<file path="src/inc/upc_defines.vh">
`ifndef UPC_DEFINES_VH
`define UPC_DEFINES_VH

// ==================================================================
// Transceiver select codes
`define UPC_XCVR_HS        2'h0
`define UPC_XCVR_FS        2'h1
`define UPC_XCVR_LS        2'h2
`define UPC_XCVR_LS_FSEDGE 2'h3

// ==================================================================
// Operational mode codes
`define UPC_OPM_NORMAL     2'h0
`define UPC_OPM_NONDRIVE   2'h1
`define UPC_OPM_RAW        2'h2
`define UPC_OPM_RESERVED   2'h3

// ==================================================================
// Termination select levels
`define UPC_TERM_HS        1'h0
`define UPC_TERM_FS        1'h1

// ==================================================================
// Line condition bit positions
`define UPC_LINE_DP_BIT    0
`define UPC_LINE_DM_BIT    1

// ==================================================================
// Transmit state codes, one-hot
`define UPC_ST_IDLE        4'h1
`define UPC_ST_SYNC        4'h2
`define UPC_ST_DATA        4'h4
`define UPC_ST_EOP         4'h8

// ==================================================================
// Timing
`define UPC_RST_WAIT_EDGES 3'h5
`define UPC_SYS_CLK_KHZ    250000
`define UPC_IFCLK_KHZ      60000
`define UPC_HS_BIT_KHZ     480000
`define UPC_RX_MAX_HS_BITS 43
`define UPC_RX_MAX_CYCLES  ((`UPC_RX_MAX_HS_BITS * `UPC_SYS_CLK_KHZ) / `UPC_HS_BIT_KHZ)
`define UPC_ACC_W          18

// ==================================================================
// Transmit buffer
`define UPC_BUF_DEPTH      2
`define UPC_DATA_W         8

`endif

</file>
<file path="src/upc_phy_ctrl.v">
`timescale 1ns/100ps
`include "upc_defines.vh"

module upc_phy_ctrl (
  // Clock, reset, enable
  input  wire        clock,
  input  wire        nrst,
  input  wire        clk_en,
  // Configuration
  input  wire [1:0]  transceiver_speed_select,
  input  wire        termination_select,
  input  wire [1:0]  operational_mode_select,
  input  wire        low_power_suspend_n,
  input  wire        host_mode,
  // Transmit from link
  input  wire        tx_valid,
  input  wire [7:0]  tx_data,
  input  wire        tx_preamble,
  input  wire        tx_sof,
  input  wire        keepalive_req,
  output reg         tx_ready,
  // Receive to link
  output reg         rx_active,
  output reg         rx_valid,
  output reg  [7:0]  rx_data,
  // Line-side serializer
  input  wire        line_tx_ready,
  output reg         line_tx_valid,
  output reg  [7:0]  line_tx_data,
  output reg         line_tx_sync,
  output reg         line_tx_pre,
  output reg         line_tx_eop,
  output reg         line_tx_long_eop,
  output reg         line_keepalive,
  // Line-side deserializer
  input  wire        line_rx_sop,
  input  wire        line_rx_valid,
  input  wire [7:0]  line_rx_data,
  input  wire        line_rx_eop,
  input  wire        line_dp,
  input  wire        line_dm,
  input  wire        line_disconnect,
  // Analog controls
  output reg  [3:0]  speed_sel_onehot,
  output reg         hs_term_en,
  output reg         fs_term_en,
  output reg         pullup_en,
  output reg         pulldown_en,
  output reg         drive_en,
  output reg         stuff_nrzi_en,
  // Status
  output reg         downstream_detach_flag,
  output wire [1:0]  bus_line_condition,
  output reg         interface_clock_output
);

  // ================================================================
  // Helpers
  function [3:0] dec2;
    input [1:0] code;
    begin
      dec2 = 4'h1 << code;
    end
  endfunction

  localparam [`UPC_ACC_W-1:0] IFCLK_STEP = 2 * `UPC_IFCLK_KHZ;
  localparam [`UPC_ACC_W-1:0] IFCLK_MOD  = `UPC_SYS_CLK_KHZ;

  wire [3:0] xcvr_dec = dec2(transceiver_speed_select);
  wire [3:0] opm_dec  = dec2(operational_mode_select);
  wire       nondrive = opm_dec[`UPC_OPM_NONDRIVE];
  wire       is_hs    = xcvr_dec[`UPC_XCVR_HS];
  wire       is_ls    = xcvr_dec[`UPC_XCVR_LS] | xcvr_dec[`UPC_XCVR_LS_FSEDGE];
  wire       run      = clk_en & low_power_suspend_n;

  // ================================================================
  // State
  reg  [3:0]              state_q;
  reg  [3:0]              state_d;
  reg  [2:0]              boot_cnt_q;
  reg                     sof_q;
  reg  [1:0]              line_q;
  reg  [`UPC_ACC_W-1:0]   acc_q;
  wire                    buf_in_ready;
  wire                    buf_out_valid;
  wire [7:0]              buf_out_data;
  wire [1:0]              buf_level;
  wire                    push;
  wire                    pop;
  wire [2:0]              level_next;
  wire                    boot_done;
  wire [`UPC_ACC_W:0]     acc_sum;

  assign boot_done  = (boot_cnt_q == `UPC_RST_WAIT_EDGES);
  assign push       = tx_valid & tx_ready;
  assign pop        = buf_out_valid & (~line_tx_valid | line_tx_ready) &
                      state_q[2];
  assign level_next = {1'h0, buf_level} + {2'h0, push} - {2'h0, pop};
  // One bit wider, so the sum cannot wrap before the compare
  assign acc_sum    = {1'b0, acc_q} + {1'b0, IFCLK_STEP};

  // Combinational while suspended, clocked otherwise
  assign bus_line_condition = low_power_suspend_n ? line_q :
                              {line_dm, line_dp};

  upc_tx_buf u_buf (
    .clock     (clock),
    .nrst      (nrst),
    .clk_en    (run),
    .in_valid  (push),
    .in_ready  (buf_in_ready),
    .in_data   (tx_data),
    .out_valid (buf_out_valid),
    .out_ready (pop),
    .out_data  (buf_out_data),
    .level     (buf_level)
  );

  // ================================================================
  // Transmit sequencer
  always @* begin
    state_d = state_q;
    case (state_q)
      `UPC_ST_IDLE: begin
        if (tx_valid & ~nondrive & boot_done)
          state_d = `UPC_ST_SYNC;
      end
      `UPC_ST_SYNC: begin
        if (line_tx_sync & line_tx_ready)
          state_d = `UPC_ST_DATA;
      end
      `UPC_ST_DATA: begin
        // Drain buffered bytes before closing the packet
        if (~tx_valid & ~buf_out_valid & ~line_tx_valid)
          state_d = `UPC_ST_EOP;
      end
      `UPC_ST_EOP: begin
        if (line_tx_eop & line_tx_ready)
          state_d = `UPC_ST_IDLE;
      end
      default: state_d = `UPC_ST_IDLE;
    endcase
  end

  always @(posedge clock or negedge nrst) begin
    if (!nrst) begin
      state_q          <= `UPC_ST_IDLE;
      boot_cnt_q       <= 3'h0;
      sof_q            <= 1'h0;
      tx_ready         <= 1'h0;
      line_tx_valid    <= 1'h0;
      line_tx_data     <= 8'h00;
      line_tx_sync     <= 1'h0;
      line_tx_pre      <= 1'h0;
      line_tx_eop      <= 1'h0;
      line_tx_long_eop <= 1'h0;
      line_keepalive   <= 1'h0;
    end else if (run) begin
      state_q <= state_d;
      // Holds off a too-early start from the link
      if (!boot_done)
        boot_cnt_q <= boot_cnt_q + 3'h1;
      // Only offer a slot the buffer is sure to have
      tx_ready <= (state_d == `UPC_ST_DATA) & (level_next < 3'h2) &
                  buf_in_ready;
      if (pop) begin
        line_tx_valid <= 1'h1;
        line_tx_data  <= buf_out_data;
      end else if (line_tx_ready) begin
        line_tx_valid <= 1'h0;
      end
      line_keepalive <= 1'h0;
      if (state_q[0] && state_d[1]) begin
        line_tx_sync <= 1'h1;
        line_tx_pre  <= tx_preamble & host_mode & is_ls;
        sof_q        <= tx_sof & is_hs;
      end else if (line_tx_ready) begin
        line_tx_sync <= 1'h0;
        line_tx_pre  <= 1'h0;
      end
      if (state_q[2] && state_d[3]) begin
        line_tx_eop      <= 1'h1;
        line_tx_long_eop <= sof_q;
      end else if (line_tx_ready) begin
        line_tx_eop      <= 1'h0;
        line_tx_long_eop <= 1'h0;
      end
      if (state_q[0] && state_d[0] && keepalive_req && is_ls && !nondrive)
        line_keepalive <= 1'h1;
    end
  end

  // ================================================================
  // Receive path, one cycle well inside the latency budget
  always @(posedge clock or negedge nrst) begin
    if (!nrst) begin
      rx_active <= 1'h0;
      rx_valid  <= 1'h0;
      rx_data   <= 8'h00;
    end else if (run) begin
      // A new start in the end cycle keeps the flag up
      if (line_rx_sop)
        rx_active <= 1'h1;
      else if (line_rx_eop)
        rx_active <= 1'h0;
      rx_valid <= line_rx_valid & (rx_active | line_rx_sop);
      if (line_rx_valid)
        rx_data <= line_rx_data;
    end
  end

  // ================================================================
  // Analog controls; run on clk_en alone so suspend can act on them
  always @(posedge clock or negedge nrst) begin
    if (!nrst) begin
      speed_sel_onehot       <= 4'h0;
      hs_term_en             <= 1'h0;
      fs_term_en             <= 1'h0;
      pullup_en              <= 1'h0;
      pulldown_en            <= 1'h0;
      drive_en               <= 1'h0;
      stuff_nrzi_en          <= 1'h0;
      downstream_detach_flag <= 1'h0;
      line_q                 <= 2'h0;
    end else if (clk_en) begin
      speed_sel_onehot <= xcvr_dec;
      hs_term_en  <= ~nondrive & (termination_select == `UPC_TERM_HS);
      fs_term_en  <= ~nondrive & (termination_select == `UPC_TERM_FS);
      pullup_en   <= ~nondrive & (termination_select == `UPC_TERM_FS) &
                     ~(host_mode & ~low_power_suspend_n);
      pulldown_en <= ~nondrive & (host_mode | termination_select);
      drive_en      <= ~nondrive & low_power_suspend_n;
      stuff_nrzi_en <= ~opm_dec[`UPC_OPM_RAW];
      // Cleared on entering low power, whatever the detector says
      downstream_detach_flag <= line_disconnect & host_mode & is_hs &
                                low_power_suspend_n;
      line_q[`UPC_LINE_DP_BIT] <= line_dp;
      line_q[`UPC_LINE_DM_BIT] <= line_dm;
    end
  end

  // ================================================================
  // Reference clock; fractional divider, so edges jitter by one cycle
  always @(posedge clock or negedge nrst) begin
    if (!nrst) begin
      acc_q                  <= {`UPC_ACC_W{1'b0}};
      interface_clock_output <= 1'h0;
    end else if (run) begin
      if (acc_sum >= {1'b0, IFCLK_MOD}) begin
        acc_q <= acc_sum[`UPC_ACC_W-1:0] - IFCLK_MOD;
        interface_clock_output <= ~interface_clock_output;
      end else begin
        acc_q <= acc_sum[`UPC_ACC_W-1:0];
      end
    end
  end

endmodule // upc_phy_ctrl

</file>
<file path="src/upc_tx_buf.v">
`timescale 1ns/100ps
`include "upc_defines.vh"

module upc_tx_buf (
  // Clock and reset
  input  wire                    clock,
  input  wire                    nrst,
  input  wire                    clk_en,
  // Fill side
  input  wire                    in_valid,
  output wire                    in_ready,
  input  wire [`UPC_DATA_W-1:0]  in_data,
  // Drain side
  output wire                    out_valid,
  input  wire                    out_ready,
  output wire [`UPC_DATA_W-1:0]  out_data,
  // Fill level
  output wire [1:0]              level
);

  reg [`UPC_DATA_W-1:0] mem_q [0:`UPC_BUF_DEPTH-1];
  reg                   wr_ptr_q;
  reg                   rd_ptr_q;
  reg [1:0]             count_q;
  wire                  push;
  wire                  pop;

  assign in_ready  = (count_q != 2'h2);
  assign out_valid = (count_q != 2'h0);
  assign out_data  = mem_q[rd_ptr_q];
  assign level     = count_q;
  assign push      = in_valid & in_ready;
  assign pop       = out_valid & out_ready;

  always @(posedge clock or negedge nrst) begin
    if (!nrst) begin
      wr_ptr_q <= 1'h0;
      rd_ptr_q <= 1'h0;
      count_q  <= 2'h0;
      mem_q[0] <= 8'h00;
      mem_q[1] <= 8'h00;
    end else if (clk_en) begin
      if (push) begin
        mem_q[wr_ptr_q] <= in_data;
        wr_ptr_q        <= ~wr_ptr_q;
      end
      if (pop)
        rd_ptr_q <= ~rd_ptr_q;
      case ({push, pop})
        2'h2:    count_q <= count_q + 2'h1;
        2'h1:    count_q <= count_q - 2'h1;
        default: count_q <= count_q;
      endcase
    end
  end

endmodule // upc_tx_buf

</file>
<file path="config.mk">
export PLATFORM = sky130hd
export DESIGN_NAME = upc_phy_ctrl
export DESIGN_NICKNAME = d
export VERILOG_FILES = /design/src/upc_phy_ctrl.v /design/src/upc_tx_buf.v
export VERILOG_INCLUDE_DIRS = /design/src /design/src/inc
export SDC_FILE = /design/constraint.sdc
export NUM_CORES = 1
export LEC_CHECK = 0
export BUFFER_PORTS_ARGS = -buffer_cell sky130_fd_sc_hd__buf_4
export CAP_MARGIN = 20
export CORE_MARGIN = 2
export CORE_UTILIZATION = 40
export CTS_CLUSTER_SIZE = 8
export DETAILED_ROUTE_END_ITERATION = 10
export PLACE_DENSITY_LB_ADDON = 0.25
export SYNTH_ARGS = -nofsm -noshare
export SYNTH_HDL_FRONTEND = slang
export SYNTH_SLANG_ARGS = --single-unit
</file>
<file path="constraint.sdc">
create_clock -name clock -period 3.3 [get_ports clock]
set_input_delay 0.165 -clock clock [delete_from_list [all_inputs] [get_ports clock]]
set_output_delay 0.165 -clock clock [all_outputs]
set_load 0.05 [all_outputs]
</file>
* Word-level counts from Yosys, hierarchy flattened
Cells that the tools add are included.
** Word-level totals
- Register bits after elaboration :: 85
- Input bits :: 37
- Output and inout bits :: 39
- Logic and storage cells :: 147
** Cells by class
- $add $sub $neg :: 7
- Magnitude comparators :: 5
- Eq/ne operators :: 9
- Shift operators :: 2
- Mux-type cells :: 23
- Bitwise logic cells :: 45
- Reductions and logical operators :: 26
** Operators with widths (number)
- $mux 8 :: 4
- $and 1x1->1 :: 27
- $reduce_and 2->1 :: 12
- $add 18x17->19 const B :: 1
- $ge 19x18->1 const B :: 1
- $mux 18 :: 1
- $sub 18x18->18 const B :: 1
- $bwmux 16 :: 1
- $mux 4 :: 4
- $pmux 4 s4 :: 1
- $not 1->1 :: 12
- $reduce_bool 2->1 :: 6
- $mux 1 :: 9
- $demux 8 s1 :: 1
- $eq 4x3->1 const B :: 2
- $logic_and 1x1->1 :: 7
- $eq 4x1->1 const B :: 1
- $eq 4x2->1 const B :: 1
- $eq 4x4->1 const B :: 1
- $ge 2x2->1 const B :: 2
- $not 1->2 :: 2
- $or 1x1->1 :: 4
- $pmux 2 s2 :: 1
- $shl 1x2->4 const A :: 1
- other kinds (14) :: 14

* Depth between registers and ports, before layout
Gate-level depths: netlist (run 1).
- Word-level depth :: 11
- Gate-level depth with buffers :: 12
- Gate-level depth less buffers :: 10

* By module
A second synthesis (run 1) with hierarchy kept.
** Unflattened totals
- Cells, all modules :: 404
- Area total of the unflattened synthesis :: 4383.0 um^2
** Modules (own cells, without submodules)
- upc_phy_ctrl :: times used 1, cells each 342, area each 3398.3 um^2, sequential area each 1527.7 um^2
- upc_tx_buf :: times used 1, cells each 62, area each 984.7 um^2, sequential area each 500.5 um^2

* Worst setup path after synthesis (run 1)
No wires, ideal clock.
- Path type :: reg-to-reg
- From :: register acc_q[6]
- To :: register acc_q[16]
- Setup time :: 80 ps
- Arrival time :: 2510 ps
- Required time :: 3220 ps
- Setup slack :: 710 ps
- Stages on the path, launching flop included :: 12
- Path buffers :: 1
- Period minus slack after synthesis :: 2590 ps
- Cells stage by stage :: dfrtp_1 inv_1 ha_1 buf_6 nand3b_1 o32a_1 a21oi_2 o31a_4 nand3_2 a32o_2 a2111o_1 o211ai_2
** Between the ends
- Cells in the longest elaborated chain, start to end :: 3
- Elaborated cells between the ends (all ways) :: 4
- Those cells by class :: 2 x add/sub; 1 x order compare; 1 x mux
** RTL lines
- start: declaration :: RTL line upc_phy_ctrl.v:83 : reg [`UPC_ACC_W-1:0] acc_q;
- start signal: assignment :: RTL line upc_phy_ctrl.v:246 : acc_q <= {`UPC_ACC_W{1'b0}};
- start signal: assignment :: RTL line upc_phy_ctrl.v:250 : acc_q <= acc_sum[`UPC_ACC_W-1:0] - IFCLK_MOD;
- start signal: assignment :: RTL line upc_phy_ctrl.v:253 : acc_q <= acc_sum[`UPC_ACC_W-1:0];
- $add 18x17->19 (*) :: RTL line upc_phy_ctrl.v:100 : assign acc_sum = {1'b0, acc_q} + {1'b0, IFCLK_STEP};
- $sub 18x18->18 / $ge 19x18->1 (equally long branches) :: RTL line upc_phy_ctrl.v:250, upc_phy_ctrl.v:249
- $mux 18 (*) :: RTL line upc_phy_ctrl.v:249 : if (acc_sum >= {1'b0, IFCLK_MOD}) begin
Every way passes the cells marked *; elsewhere a longest branch is shown, timed or not.
A chain may end at the register's enable or synchronous reset.

* Worst setup path after layout (run 1)
- From :: register acc_q[6]
- To :: register acc_q[15]
The elaborated chain is that of the path after synthesis.

==> metrics.md, run 1 <==
| Metric | Value |
|---|---|
| Pwr Density | about 700 nW/um2 |
| Clk buf depth | 2 |
| R2r worst-path depth | 10 |
| Fin. Hold Viols | 0 |
| # DRC | 0 |
| P_leak | 0.00240 uW |
| Data arrival time of the critical path | 3.38 ns |
| Die Height | 108 um |
| Port bufs | 75 |
| Post-DRT Antenna Nets | 0 |
| Top Family by Delay on Critical Path | compound AO/OA/AOI/OAI gates |
| Outcome | finished clean |
| Yosys Warn Count | 0 |
| Worst Hold Endpoint | rx_data[6] |
| FILL cells | 1042 |
| Initial antenna violation count | 0 |
| CP cell instances | inv_1, ha_1, and3b_1, o21ai_1, a21oi_1, a311oi_1, o21ai_1, a32o_4, mux2_1, o2111ai_1 |
| Pin count of the biggest net entering global routing | 82 |
| R2R setup slack | 0.19 ns |
| Hold Path Stages | 2 |
| Worst vdd ir | between 0.3 and 0.4 mV |
| Syn_nets | 488 |
| Data required time of the critical path | 3.57 ns |
| Number of synthesized flops with an enable pin | 0 |
| Pins over their slew limit | 0 |
| Syn_area_per_cell | 9.89 um2 |
| Worst-Margin Slew | 0.697 ns |
| Starting Density | 0.406 |
| Standard-cell row count | 38 |
| Count of different cell masters after synthesis | 68 |
| Dominant synthesized flop cell | dfrtp_1 |
| Initial drt markers | 141 |
| Crit Path Max Fanout | 16 |
| Crit Reg-Reg Endpoint | acc_q[15] |
| Nets | 562 |
| H-tree Lvls | 3 |
| I/O pins | between 70 and 80 |
| Number of global-route vias before repair | 3433 |
| Inserted Diodes | 0 |
| Area Growth Syn to Fin | 21.3% |
| Max-cap viol count | 0 |
| Hold path startpoint | line_rx_data[6] |
| Critical path's slowest cell | dfrtp_1 |
| Post-Syn Area | 4360 um2 |
| Clk root buf | clkbuf_8 |
| Via count | ~3500 |
| Routed len/inst | 14.5 um |
| Critical path buffers and inverters | 1 |
| Share of post-route cells with drive strength above 1 | 0.273 |
| Syn Inst Count | between 400 and 500 |
| Slew headroom | 0.531 |
| CP dominant cell by count | o21ai_1 |
| Die area | 11800 um2 |
| Clk pin slew, worst setup/hold paths | approximately 0.09 ns |
| Reg2reg start | acc_q[6] |
| Highest Clock Rate | 322 MHz |
| Util after Layout | 0.492 |
| Clock latency on the worst-skew pair | 0.35 ns |
| Drt pass-1 iters | 4 |
| Crit path time final | 3.11 ns |
| Total track usage | 0.170 |
| Crit Path Category | reg2reg |
| Setup Viol. Count Final | 0 |
| CTS Sinks | 81 |
| Core area | 10700 um2 |
| Floorplan die width | between 100 and 150 um |
| Critical Path Start Type | flop |
| Async SR Flop Fraction | 1.00 |
| Design Power | roughly 3700 uW |
| Delay of the slowest critical-path stage | 0.47 ns |
| TritonCTS Buffers | 9 |
| Vias/cell | 5.29 |
| CP endpoint kind | flop |
| CTS tree | done |
| Placer Congestion | 0.807 |
| Clock Skew | 0.00653 ns |
| HPWL Detailed | 6570 um |
| Post-synthesis register bit count | between 80 and 90 |
| Share of the clock period used by the worst path | 0.942 |
| First-pass GRT wire length | 15900 um |
| Final TNS setup | 0 ns |
| Routed Wire Length | 9540 um |
| Sequential share of the synthesized area | 0.465 |
| Min-Delay Path Class | in2reg |
| Remaining Overflow, GRT | 0 |
==> layer usage <==
metal,share of wire,vias up,global-route usage
met1,0.46,1696,0.216
met4,0.011,0,0.0705
met5,0,-,0
met3,0.038,8,0.0362
met2,0.49,73,0.282
li1,-,1714,-
==> layout make-up <==
| type | instances | area [um2] | share of cell area |
|---|---|---|---|
| inverter | 24 | 90.1 | 0.0170 |
| clock inverter | 5 | 38.8 | 0.00733 |
| timing repair buffer | 85 | 668 | 0.126 |
| tap | 140 | 175 | 0.0331 |
| multi-input combinational | 314 | 2140 | 0.404 |
| clock buffer | 11 | 151 | 0.0286 |
| sequential | 81 | 2030 | 0.383 |
==> cell usage after synthesis, drive strengths merged (2+ instances only) <==
library cell,n,area [um2]
nand3,16,85.1
buf,9,66.3
o31ai,5,37.5
a221oi,2,23.8
o21a,4,31.3
nor4b,2,17.5
o2111ai,2,17.5
inv,24,90.1
ha,9,113
a31oi,3,18.8
nor4,3,18.8
a21o,4,30.0
nand4b,3,26.3
dfrtp,80,2000
o211ai,4,35.0
xnor2,9,78.8
nand2,50,188
a22o,2,17.5
or2,4,25.0
nand2b,3,18.8
mux2i,10,100
nor2,26,103
or3,5,31.3
clkbuf,13,48.8
o22ai,5,31.3
nor3,8,40.0
mux2,30,338
a21oi,24,128
a32o,3,31.3
nand4,4,25.0
nand3b,3,22.5
nor2b,6,37.5
and2,2,12.5
xor2,5,51.3
o21ai,36,184
and3,3,18.8
nor3b,4,30.0
==> worst register-to-register path: cells and delay by family, from the launching register on <==
kind / cells / cell delay (ns)
flip-flops: 1 / 0.47
AND/OR/NAND/NOR: 1 / 0.39
multiplexers: 1 / 0.35
adder cells (fa/ha/maj): 1 / 0.34
AO/OA/AOI/OAI: 6 / 1.36
buffers and inverters: 1 / 0.13
==> cell usage in the layout, fill, tap and decap left out, types with 5 or more instances in the layout <==
master,n
nand3_1,15
buf_4,80
o22ai_1,5
o31ai_1,5
nor2b_1,6
nand2_1,50
ha_1,9
nor3_1,8
dfrtp_1,80
nor2_1,24
o21ai_0,33
or3_1,5
clkbuf_8,11
mux2_2,29
mux2i_1,10
a21oi_1,22
inv_1,24
xnor2_1,9
==> kinds of logic after synthesis <==
kind of cell             Yosys count  synth area share
AO/OA/AOI/OAI                    106             0.163
XOR/XNOR                          14            0.0298
adder cells (fa/ha/maj)           10            0.0304
buffers and inverters             46            0.0470
flip-flops                        81             0.465
multiplexers                      40             0.100
AND/OR/NAND/NOR                  144             0.165
==> report_power, final <==
| group | leakage (uW) | switching (uW) | internal (uW) |
|---|---|---|---|
| clock | 0.0000959 | 380 | 319 |
| combinational | 0.00128 | 969 | 630 |
| sequential | 0.00103 | 238 | 1150 |
| total | 0.00240 | 1590 | 2100 |
==> repair_timing <==
action	CTS	global route
hold buffers	3	1
endpoints found under the setup margin	0	1
resized for setup	0	1
buffers inserted	0	0
endpoints found under the hold margin	3	14
==> stage by stage <==
step | worst slack [ns] | hold WS (ns) | cell area, um2 | cells
finish | 0.191 | 0.0369 | 5290 | 660
global route | -0.0108 | 0.0151 | 5290 | 660
CTS | 0.209 | 0.0220 | 5240 | 658
detailed placement | 0.256 | 0.365 | 5020 | 639
global placement | 0.352 | 0.359 | 5020 | 639
floorplan | 0.710 | -0.131 | 4360 | 441
==> sequential cells by signal, summed over array words and instances, names as in the netlist, 2 cells and up <==
register	count
state_q	4
u_buf.mem_q	16
boot_cnt_q	3
speed_sel_onehot	4
acc_q	14
rx_data	8
line_q	2
u_buf.level	2
line_tx_data	8
==> worst max path at each step <==
stage,slack [ns],start,depth (start not counted),to
3_3_place_gp,0.35,acc_q[6],10,acc_q[15]
3_5_place_dp,0.26,acc_q[6],10,acc_q[15]
2_1_floorplan,0.71,acc_q[6],11,acc_q[16]
5_1_grt,-0.01,acc_q[6],10,interface_clock_output
4_1_cts,0.21,acc_q[6],10,acc_q[15]
6_report,0.19,acc_q[6],10,acc_q[15]
No activity file was read; power rests on OpenSTA's default activity.
==> run 2: changes to the inputs <==
- CORE_UTILIZATION: 40 -> 30
- PLACE_DENSITY: unset -> 0.48
- PLACE_DENSITY_LB_ADDON: 0.25 -> unset
==> run 2 against run 1 <==
Sequential cell count is the same. Critical path depth is the same. First-iteration DRC count shrank 5.7%. Non-clock buffer count shrank 3. Sequential share of layout area shrank 0.97 points. Clock power grew 46%. Total power grew 8.7%. Worst hold slack lost 0.020 ns. Die area grew 32%. Count of clock-buffer cells in the layout shrank 2. Design area grew 2.6%. Combinational power is essentially flat.
==> metrics.md, run 2 (synthesized netlist as in run 1, its figures left out) <==
| Metric | Value |
|---|---|
| Routed len/inst | 13.9 um (was 14.5 um) |
| Total track usage | 0.134 (was 0.170) |
| Crit Path Category | reg2reg (unchanged) |
| Sw frac | 0.405 (was 0.430) |
| Pwr Density | 739 nW/um2 (was 698 nW/um2) |
| CTS Sinks | 81 (unchanged) |
| Worst Setup Slack, final | 0.341 ns (was 0.191 ns) |
| Fin. Hold Viols | 0 (unchanged) |
| Share of post-route cells with drive strength above 1 | 0.277 (was 0.273) |
| Die area | 15500 um2 (was 11800 um2) |
| RSZ-0062 raised after global routing | false |
| I/O pins | 76 (unchanged) |
| Crit Path Max Fanout | 16 (unchanged) |
| Initial drt markers | 133 (was 141) |
| P_leak | 0.00243 uW (was 0.00240 uW) |
| Critical path's slowest cell | dfrtp_1 (unchanged) |
| Sequential power share | 0.348 (was 0.377) |
| Die Height | 125 um (was 108 um) |
| Pre-CTS setup slack | 0.243 ns (was 0.256 ns) |
| Min-Delay Path Class | in2reg (unchanged) |
| Final hold slack | 0.0167 ns (was 0.0369 ns) |
| Most frequent cells in the layout | 80 x dfrtp_1, 80 x buf_4, 50 x nand2_1, 33 x o21ai_0, 29 x mux2_2 (unchanged) |
| Clock latency on the worst-skew pair | 0.34 ns (was 0.35 ns) |
| Port bufs | 75 (unchanged) |
| H-tree Lvls | 3 (unchanged) |
| CP endpoint kind | flop (unchanged) |
| Outcome | finished clean (unchanged) |
| Standard-cell row count | 44 (was 38) |
| Worst-Margin Slew | 0.815 ns (was 0.697 ns) |
| Clock Skew | 0.00565 ns (was 0.00653 ns) |
| Number of global-route vias before repair | 3602 (was 3433) |
| Final TNS setup | 0 ns (unchanged) |
| Max FFs per register | 16 (unchanged) |
| Switch Pwr | 1630 uW (was 1590 uW) |
| Data arrival time of the critical path | 3.21 ns (was 3.38 ns) |
| Max-cap viol count | 0 (unchanged) |
| Post-DRT Antenna Nets | 0 (unchanged) |
| Combinational cell fraction of total power | 0.398 (was 0.433) |
| Top Family by Delay on Critical Path | compound AO/OA/AOI/OAI gates (unchanged) |
| Slew headroom | 0.457 (was 0.531) |
| Clk pin slew, worst setup/hold paths | 0.06 ns (was 0.09 ns) |
| Clk root buf | clkbuf_16 (was clkbuf_8) |
| Critical path buffers and inverters | 1 (unchanged) |
| Pins over their slew limit | 0 (unchanged) |
| Internal | 2380 uW (was 2100 uW) |
| Worst vdd ir | 0.252 mV (was 0.322 mV) |
| Share of the clock period used by the worst path | 0.897 (was 0.942) |
| # DRC | 0 (unchanged) |
| Nets | 559 (was 562) |
| Via count | 3427 (was 3491) |
| CTS tree | done (unchanged) |
| Floorplan die width | 125 um (was 108 um) |
| First-pass GRT wire length | 17100 um (was 15900 um) |
| Biggest regs | u_buf.mem_q: 16 flops, acc_q: 14 flops (unchanged) |
| Remaining Overflow, GRT | 0 (unchanged) |
| Vias/cell | 4.89 (was 5.29) |
| Clock power frac | 0.254 (was 0.189) |
| HPWL Detailed | 6860 um (was 6570 um) |
| Placer Congestion | 0.844 (was 0.807) |
| CP cell instances | inv_1, ha_2, and3b_1, nor2_2, a21oi_2, nor2_1, o21ai_1, a32o_4, mux2_1, o2111ai_1 (was inv_1, ha_1, and3b_1, o21ai_1, a21oi_1, a311oi_1, o21ai_1, a32o_4, mux2_1, o2111ai_1) |
| Critical Path Start Type | flop (unchanged) |
| Initial antenna violation count | 0 (unchanged) |
| Clk buf depth | 2 (unchanged) |
| Routed Wire Length | 9720 um (was 9540 um) |
| Crit path time final | 2.96 ns (was 3.11 ns) |
| Util after Layout | 0.378 (was 0.492) |
| Area Growth Syn to Fin | 24.4% (was 21.3%) |
| Pin count of the biggest net entering global routing | 62 (was 82) |
| Biggest register | u_buf.mem_q (unchanged) |
| Drt pass-1 iters | 4 (unchanged) |
| Starting Density | 0.304 (was 0.406) |
| Setup Viol. Count Final | 0 (unchanged) |
| Core area | 14400 um2 (was 10700 um2) |
| Delay of the slowest critical-path stage | 0.47 ns (about the same) |
| Data required time of the critical path | 3.55 ns (was 3.57 ns) |
| TritonCTS Buffers | 9 (unchanged) |
| Highest Clock Rate | 338 MHz (was 322 MHz) |
| Inserted Diodes | 0 (unchanged) |
-- run 2: changes by cell type in the layout (fill, tap and decap cells not counted), sizes merged, moves of 2 or more --
| cell | previous run | this run |
|---|---|---|
| clkbuf | 11 | 9 |
| dlygate4sd3 | 4 | 2 |
| clkinvlp | 1 | 3 |
| clkinv | 3 | 1 |
-- run 2: worst register-to-register path: stages, from the launching register on --
cell and delay [ns]:
dfrtp_1 0.47, inv_1 0.13, ha_2 0.26, and3b_1 0.37, nor2_2 0.09, a21oi_2 0.39
nor2_1 0.12, o21ai_1 0.20, a32o_4 0.40, mux2_1 0.35, o2111ai_1 0.10
-- run 2: timing repair --
action,in CTS,in global routing
hold buffers,2,0
setup buffers,0,0
endpoints found under the hold margin,60,0
setup endpoints to repair,0,3
gates resized for setup,0,4
-- run 2: final cells by class --
| cell class | count | area [um2] |
|---|---|---|
| repair buffers | 82 | 621 |
| fillers | 1395 | 8940 |
| multi-input cells | 314 | 2160 |
| clock buffers | 9 | 225 |
| clock inverters | 7 | 77.6 |
| well taps | 184 | 230 |
| flip-flops and latches | 81 | 2030 |
| inverters | 24 | 90.1 |
-- run 2: layer usage --
layer,track usage,part of all wire,vias up
li1,-,-,1714
met1,0.166,0.46,1658
met2,0.224,0.49,43
met3,0.0352,0.033,12
met4,0.0496,0.016,0
met5,0,0,-
-- run 2: path summary, 6_finish.rpt --
check / slack, ns / from / cells after the start / endpoint
worst min-delay path: 0.02 / transceiver_speed_select[0] / 2 / speed_sel_onehot[2]
worst max register to register: 0.34 / acc_q[6] / 10 / acc_q[15]
worst min register to register: 0.47 / boot_cnt_q[2] / 1 / boot_cnt_q[2]
worst max-delay path: 0.34 / acc_q[6] / 10 / acc_q[15]
min in group asynchronous: 0.43 / nrst / 2 / rx_data[1]
max in group asynchronous: 2.05 / nrst / 3 / line_tx_data[4]
-- run 2: through the flow --
stage                     cell area [um2]  power (uW)  instances
final                                5430        4010        701
after global routing                 5430        4320        701
after CTS                            5400        4020        701
after detailed placement             5080        2970        683
after global placement               5080        2970        683
after floorplan                      4360        2620        441
-- run 2: power by group through the flow --
stage               registers (uW)  clock network [uW]  logic, uW
finish                        1400                1020       1600
global route                  1430                1100       1790
CTS                           1390                1060       1570
detailed placement            1410                   0       1570
global placement              1400                   0       1570
floorplan                     1450                   0       1170
==> run 3: changes to the inputs <==
- CORE_MARGIN: 2 -> 3
- CTS_CLUSTER_DIAMETER: unset -> 120
- RECOVER_POWER: unset -> 50
==> run 3 against run 2 <==
The run now ends with capacitance limit, slew limit left. Critical path depth did not move. Sequential share of layout area rose by 1.3 points. Clock skew barely moved. Maximum frequency fell by 4.8%. Worst hold slack improved by 0.0060 ns. Design area fell by 3.4%. Critical endpoint is now acc_q[10].
==> metrics.md, run 3 (synthesized netlist as in run 1, its figures left out) <==
| Metric | Value |
|---|---|
| Outcome | complete, but fails checks (was finished clean) |
| Failing checks | capacitance limit, slew limit |
| Core area | 14000 um2 (was 14400 um2) |
| Die area | 16000 um2 (was 15500 um2) |
| Number of global-route vias before repair | 3500 (was 3602) |
| Min-Delay Path Class | in2reg (unchanged) |
| P_leak | 0.00228 uW (was 0.00243 uW) |
| Data arrival time of the critical path | 3.34 ns (was 3.21 ns) |
| Clk pin slew, worst setup/hold paths | 0.06 ns (about the same) |
| HPWL Detailed | 7300 um (was 6860 um) |
| Commonest non-fill, non-tap cell in the layout | dfrtp_1 |
| Max-cap viol count | 1 (was 0) |
| FILL cells | 1423 (was 1395) |
| Design Power | 3920 uW (was 4010 uW) |
| Nets | 559 (unchanged) |
| I/O pins | 76 (unchanged) |
| Standard-cell row count | 43 (was 44) |
| Crit Path Max Fanout | 11 (was 16) |
| Fin. Hold Viols | 0 (unchanged) |
| Pins over their slew limit | 62 (was 0) |
| Clk buf depth | 2 (unchanged) |
| Routed Wire Length | 10300 um (was 9720 um) |
| Hold path startpoint | termination_select (was transceiver_speed_select[0]) |
| Vias/cell | 5.00 (was 4.89) |
| Initial antenna violation count | 0 (unchanged) |
| Data required time of the critical path | 3.53 ns (was 3.55 ns) |
| Inserted Diodes | 0 (unchanged) |
| Highest Clock Rate | 322 MHz (was 338 MHz) |
| Most frequent cells in the layout | 80 x dfrtp_1, 50 x nand2_1, 41 x buf_4, 40 x clkbuf_1, 33 x o21ai_0 (was 80 x dfrtp_1, 80 x buf_4, 50 x nand2_1, 33 x o21ai_0, 29 x mux2_2) |
| Clock Skew | 0.00596 ns (was 0.00565 ns) |
| Biggest register | u_buf.mem_q (unchanged) |
| TritonCTS Buffers | 9 (unchanged) |
| R2r worst-path depth | 10 (unchanged) |
| # DRC | 0 (unchanged) |
| Routed len/inst | 14.7 um (was 13.9 um) |
| Setup Viol. Count Final | 0 (unchanged) |
| Hold Path Stages | 2 (unchanged) |
| Worst Setup Slack, final | 0.193 ns (was 0.341 ns) |
| Share of post-route cells with drive strength above 1 | 0.195 (was 0.277) |
| Remaining Overflow, GRT | 0 (unchanged) |
| Pin count of the biggest net entering global routing | 62 (unchanged) |
| Final TNS setup | 0 ns (unchanged) |
| Crit Reg-Reg Endpoint | acc_q[10] (was acc_q[15]) |
| Port bufs | 75 (unchanged) |
| Reg2reg start | acc_q[6] (unchanged) |
| Post-DRT Antenna Nets | 0 (unchanged) |
| Finished Layout Cells | 697 (was 701) |
| Worst-Margin Slew | 1.56 ns (was 0.815 ns) |
| Die Height | 127 um (was 125 um) |
| Post-CTS Setup Bufs | 0 (unchanged) |
| CP endpoint kind | flop (unchanged) |
| Area Growth Syn to Fin | 20.2% (was 24.4%) |
| Total track usage | 0.133 (was 0.134) |
| Via count | 3487 (was 3427) |
| H-tree Lvls | 3 (unchanged) |
| Biggest regs | u_buf.mem_q: 16 flops, acc_q: 14 flops (unchanged) |
| Worst Hold Endpoint | hs_term_en (was speed_sel_onehot[2]) |
| Initial drt markers | 236 (was 133) |
| R2R setup slack | 0.19 ns (was 0.34 ns) |
| Post-placement cell count | 679 (was 683) |
| CTS tree | done (unchanged) |
| Pwr Density | 748 nW/um2 (was 739 nW/um2) |
| Crit path time final | 3.11 ns (was 2.96 ns) |
| Clk root buf | clkbuf_16 (unchanged) |
| Share of the clock period used by the worst path | 0.941 (was 0.897) |
| Worst vdd ir | 0.250 mV (was 0.252 mV) |
| First-pass GRT wire length | 17300 um (was 17100 um) |
| Max FFs per register | 16 (unchanged) |
| Final hold slack | 0.0227 ns (was 0.0167 ns) |
| RSZ-0062 raised after global routing | false (unchanged) |
| Starting Density | 0.311 (was 0.304) |
| Clock latency on the worst-skew pair | 0.34 ns (about the same) |
| Critical Path Start Type | flop (unchanged) |
| Placer Congestion | 0.821 (was 0.844) |
| Drt pass-1 iters | 4 (unchanged) |
| Crit Path Category | reg2reg (unchanged) |
| CTS Sinks | 81 (unchanged) |
| Slew headroom | -0.0403 (was 0.457) |
| Floorplan die width | 127 um (was 125 um) |
| Pre-CTS setup slack | 0.183 ns (was 0.243 ns) |
[run 3: cell type report]
type | instances | area [um2] | area share
Tap cell | 180 | 225 | 0.0430
Clock inverter | 4 | 45.0 | 0.00859
Inverter | 24 | 90.1 | 0.0172
Sequential cell | 81 | 2030 | 0.387
Multi-Input combinational cell | 314 | 2140 | 0.408
Timing Repair Buffer | 82 | 479 | 0.0914
Clock buffer | 12 | 236 | 0.0451
[run 3: how the worst max path moves through the flow]
stage | startpoint | to | slack [ns] | cells after the start
2_1_floorplan | acc_q[6] | acc_q[16] | 0.71 | 11
3_3_place_gp | acc_q[6] | acc_q[15] | 0.32 | 10
3_5_place_dp | acc_q[6] | acc_q[15] | 0.18 | 10
4_1_cts | acc_q[6] | acc_q[15] | 0.18 | 10
5_1_grt | acc_q[6] | acc_q[15] | 0.01 | 10
6_report | acc_q[6] | acc_q[10] | 0.19 | 10
[run 3: timing repair]
action	4_1_cts	5_1_grt
endpoints found under the setup margin	0	1
hold buffers	2	0
hold endpoints to repair	60	0
gates resized for setup	0	1
[run 3: power breakdown]
group / leakage (uW) / switching [uW] / total (uW) / internal (uW)
clock network: 0.000140 / 382 / 964 / 583
logic: 0.00111 / 977 / 1560 / 583
registers: 0.00103 / 238 / 1400 / 1160
[run 3: critical path, stage by stage, from the launching register on]
cell,delay (ns)
dfrtp_1,0.46
inv_1,0.12
ha_1,0.33
nand3b_1,0.26
o32a_1,0.33
a21oi_2,0.22
o31a_4,0.22
nand3_1,0.14
a32oi_2,0.49
nor4b_1,0.13
o32ai_1,0.29
[run 3: metal layers]
metal  routed length [um]  share of wire  track usage
met5                    0              0            0
met4                  193          0.019       0.0606
met3                  434          0.042       0.0286
met2                 4930           0.48        0.215
met1                 4690           0.46        0.170
[run 3: stage by stage]
| step | util | area (um2) |
|---|---|---|
| after floorplan | - | 4360 |
| after global placement | 0.361 | 5070 |
| after detailed placement | 0.361 | 5070 |
| after CTS | 0.383 | 5370 |
| after global routing | 0.373 | 5240 |
| final | 0.373 | 5240 |
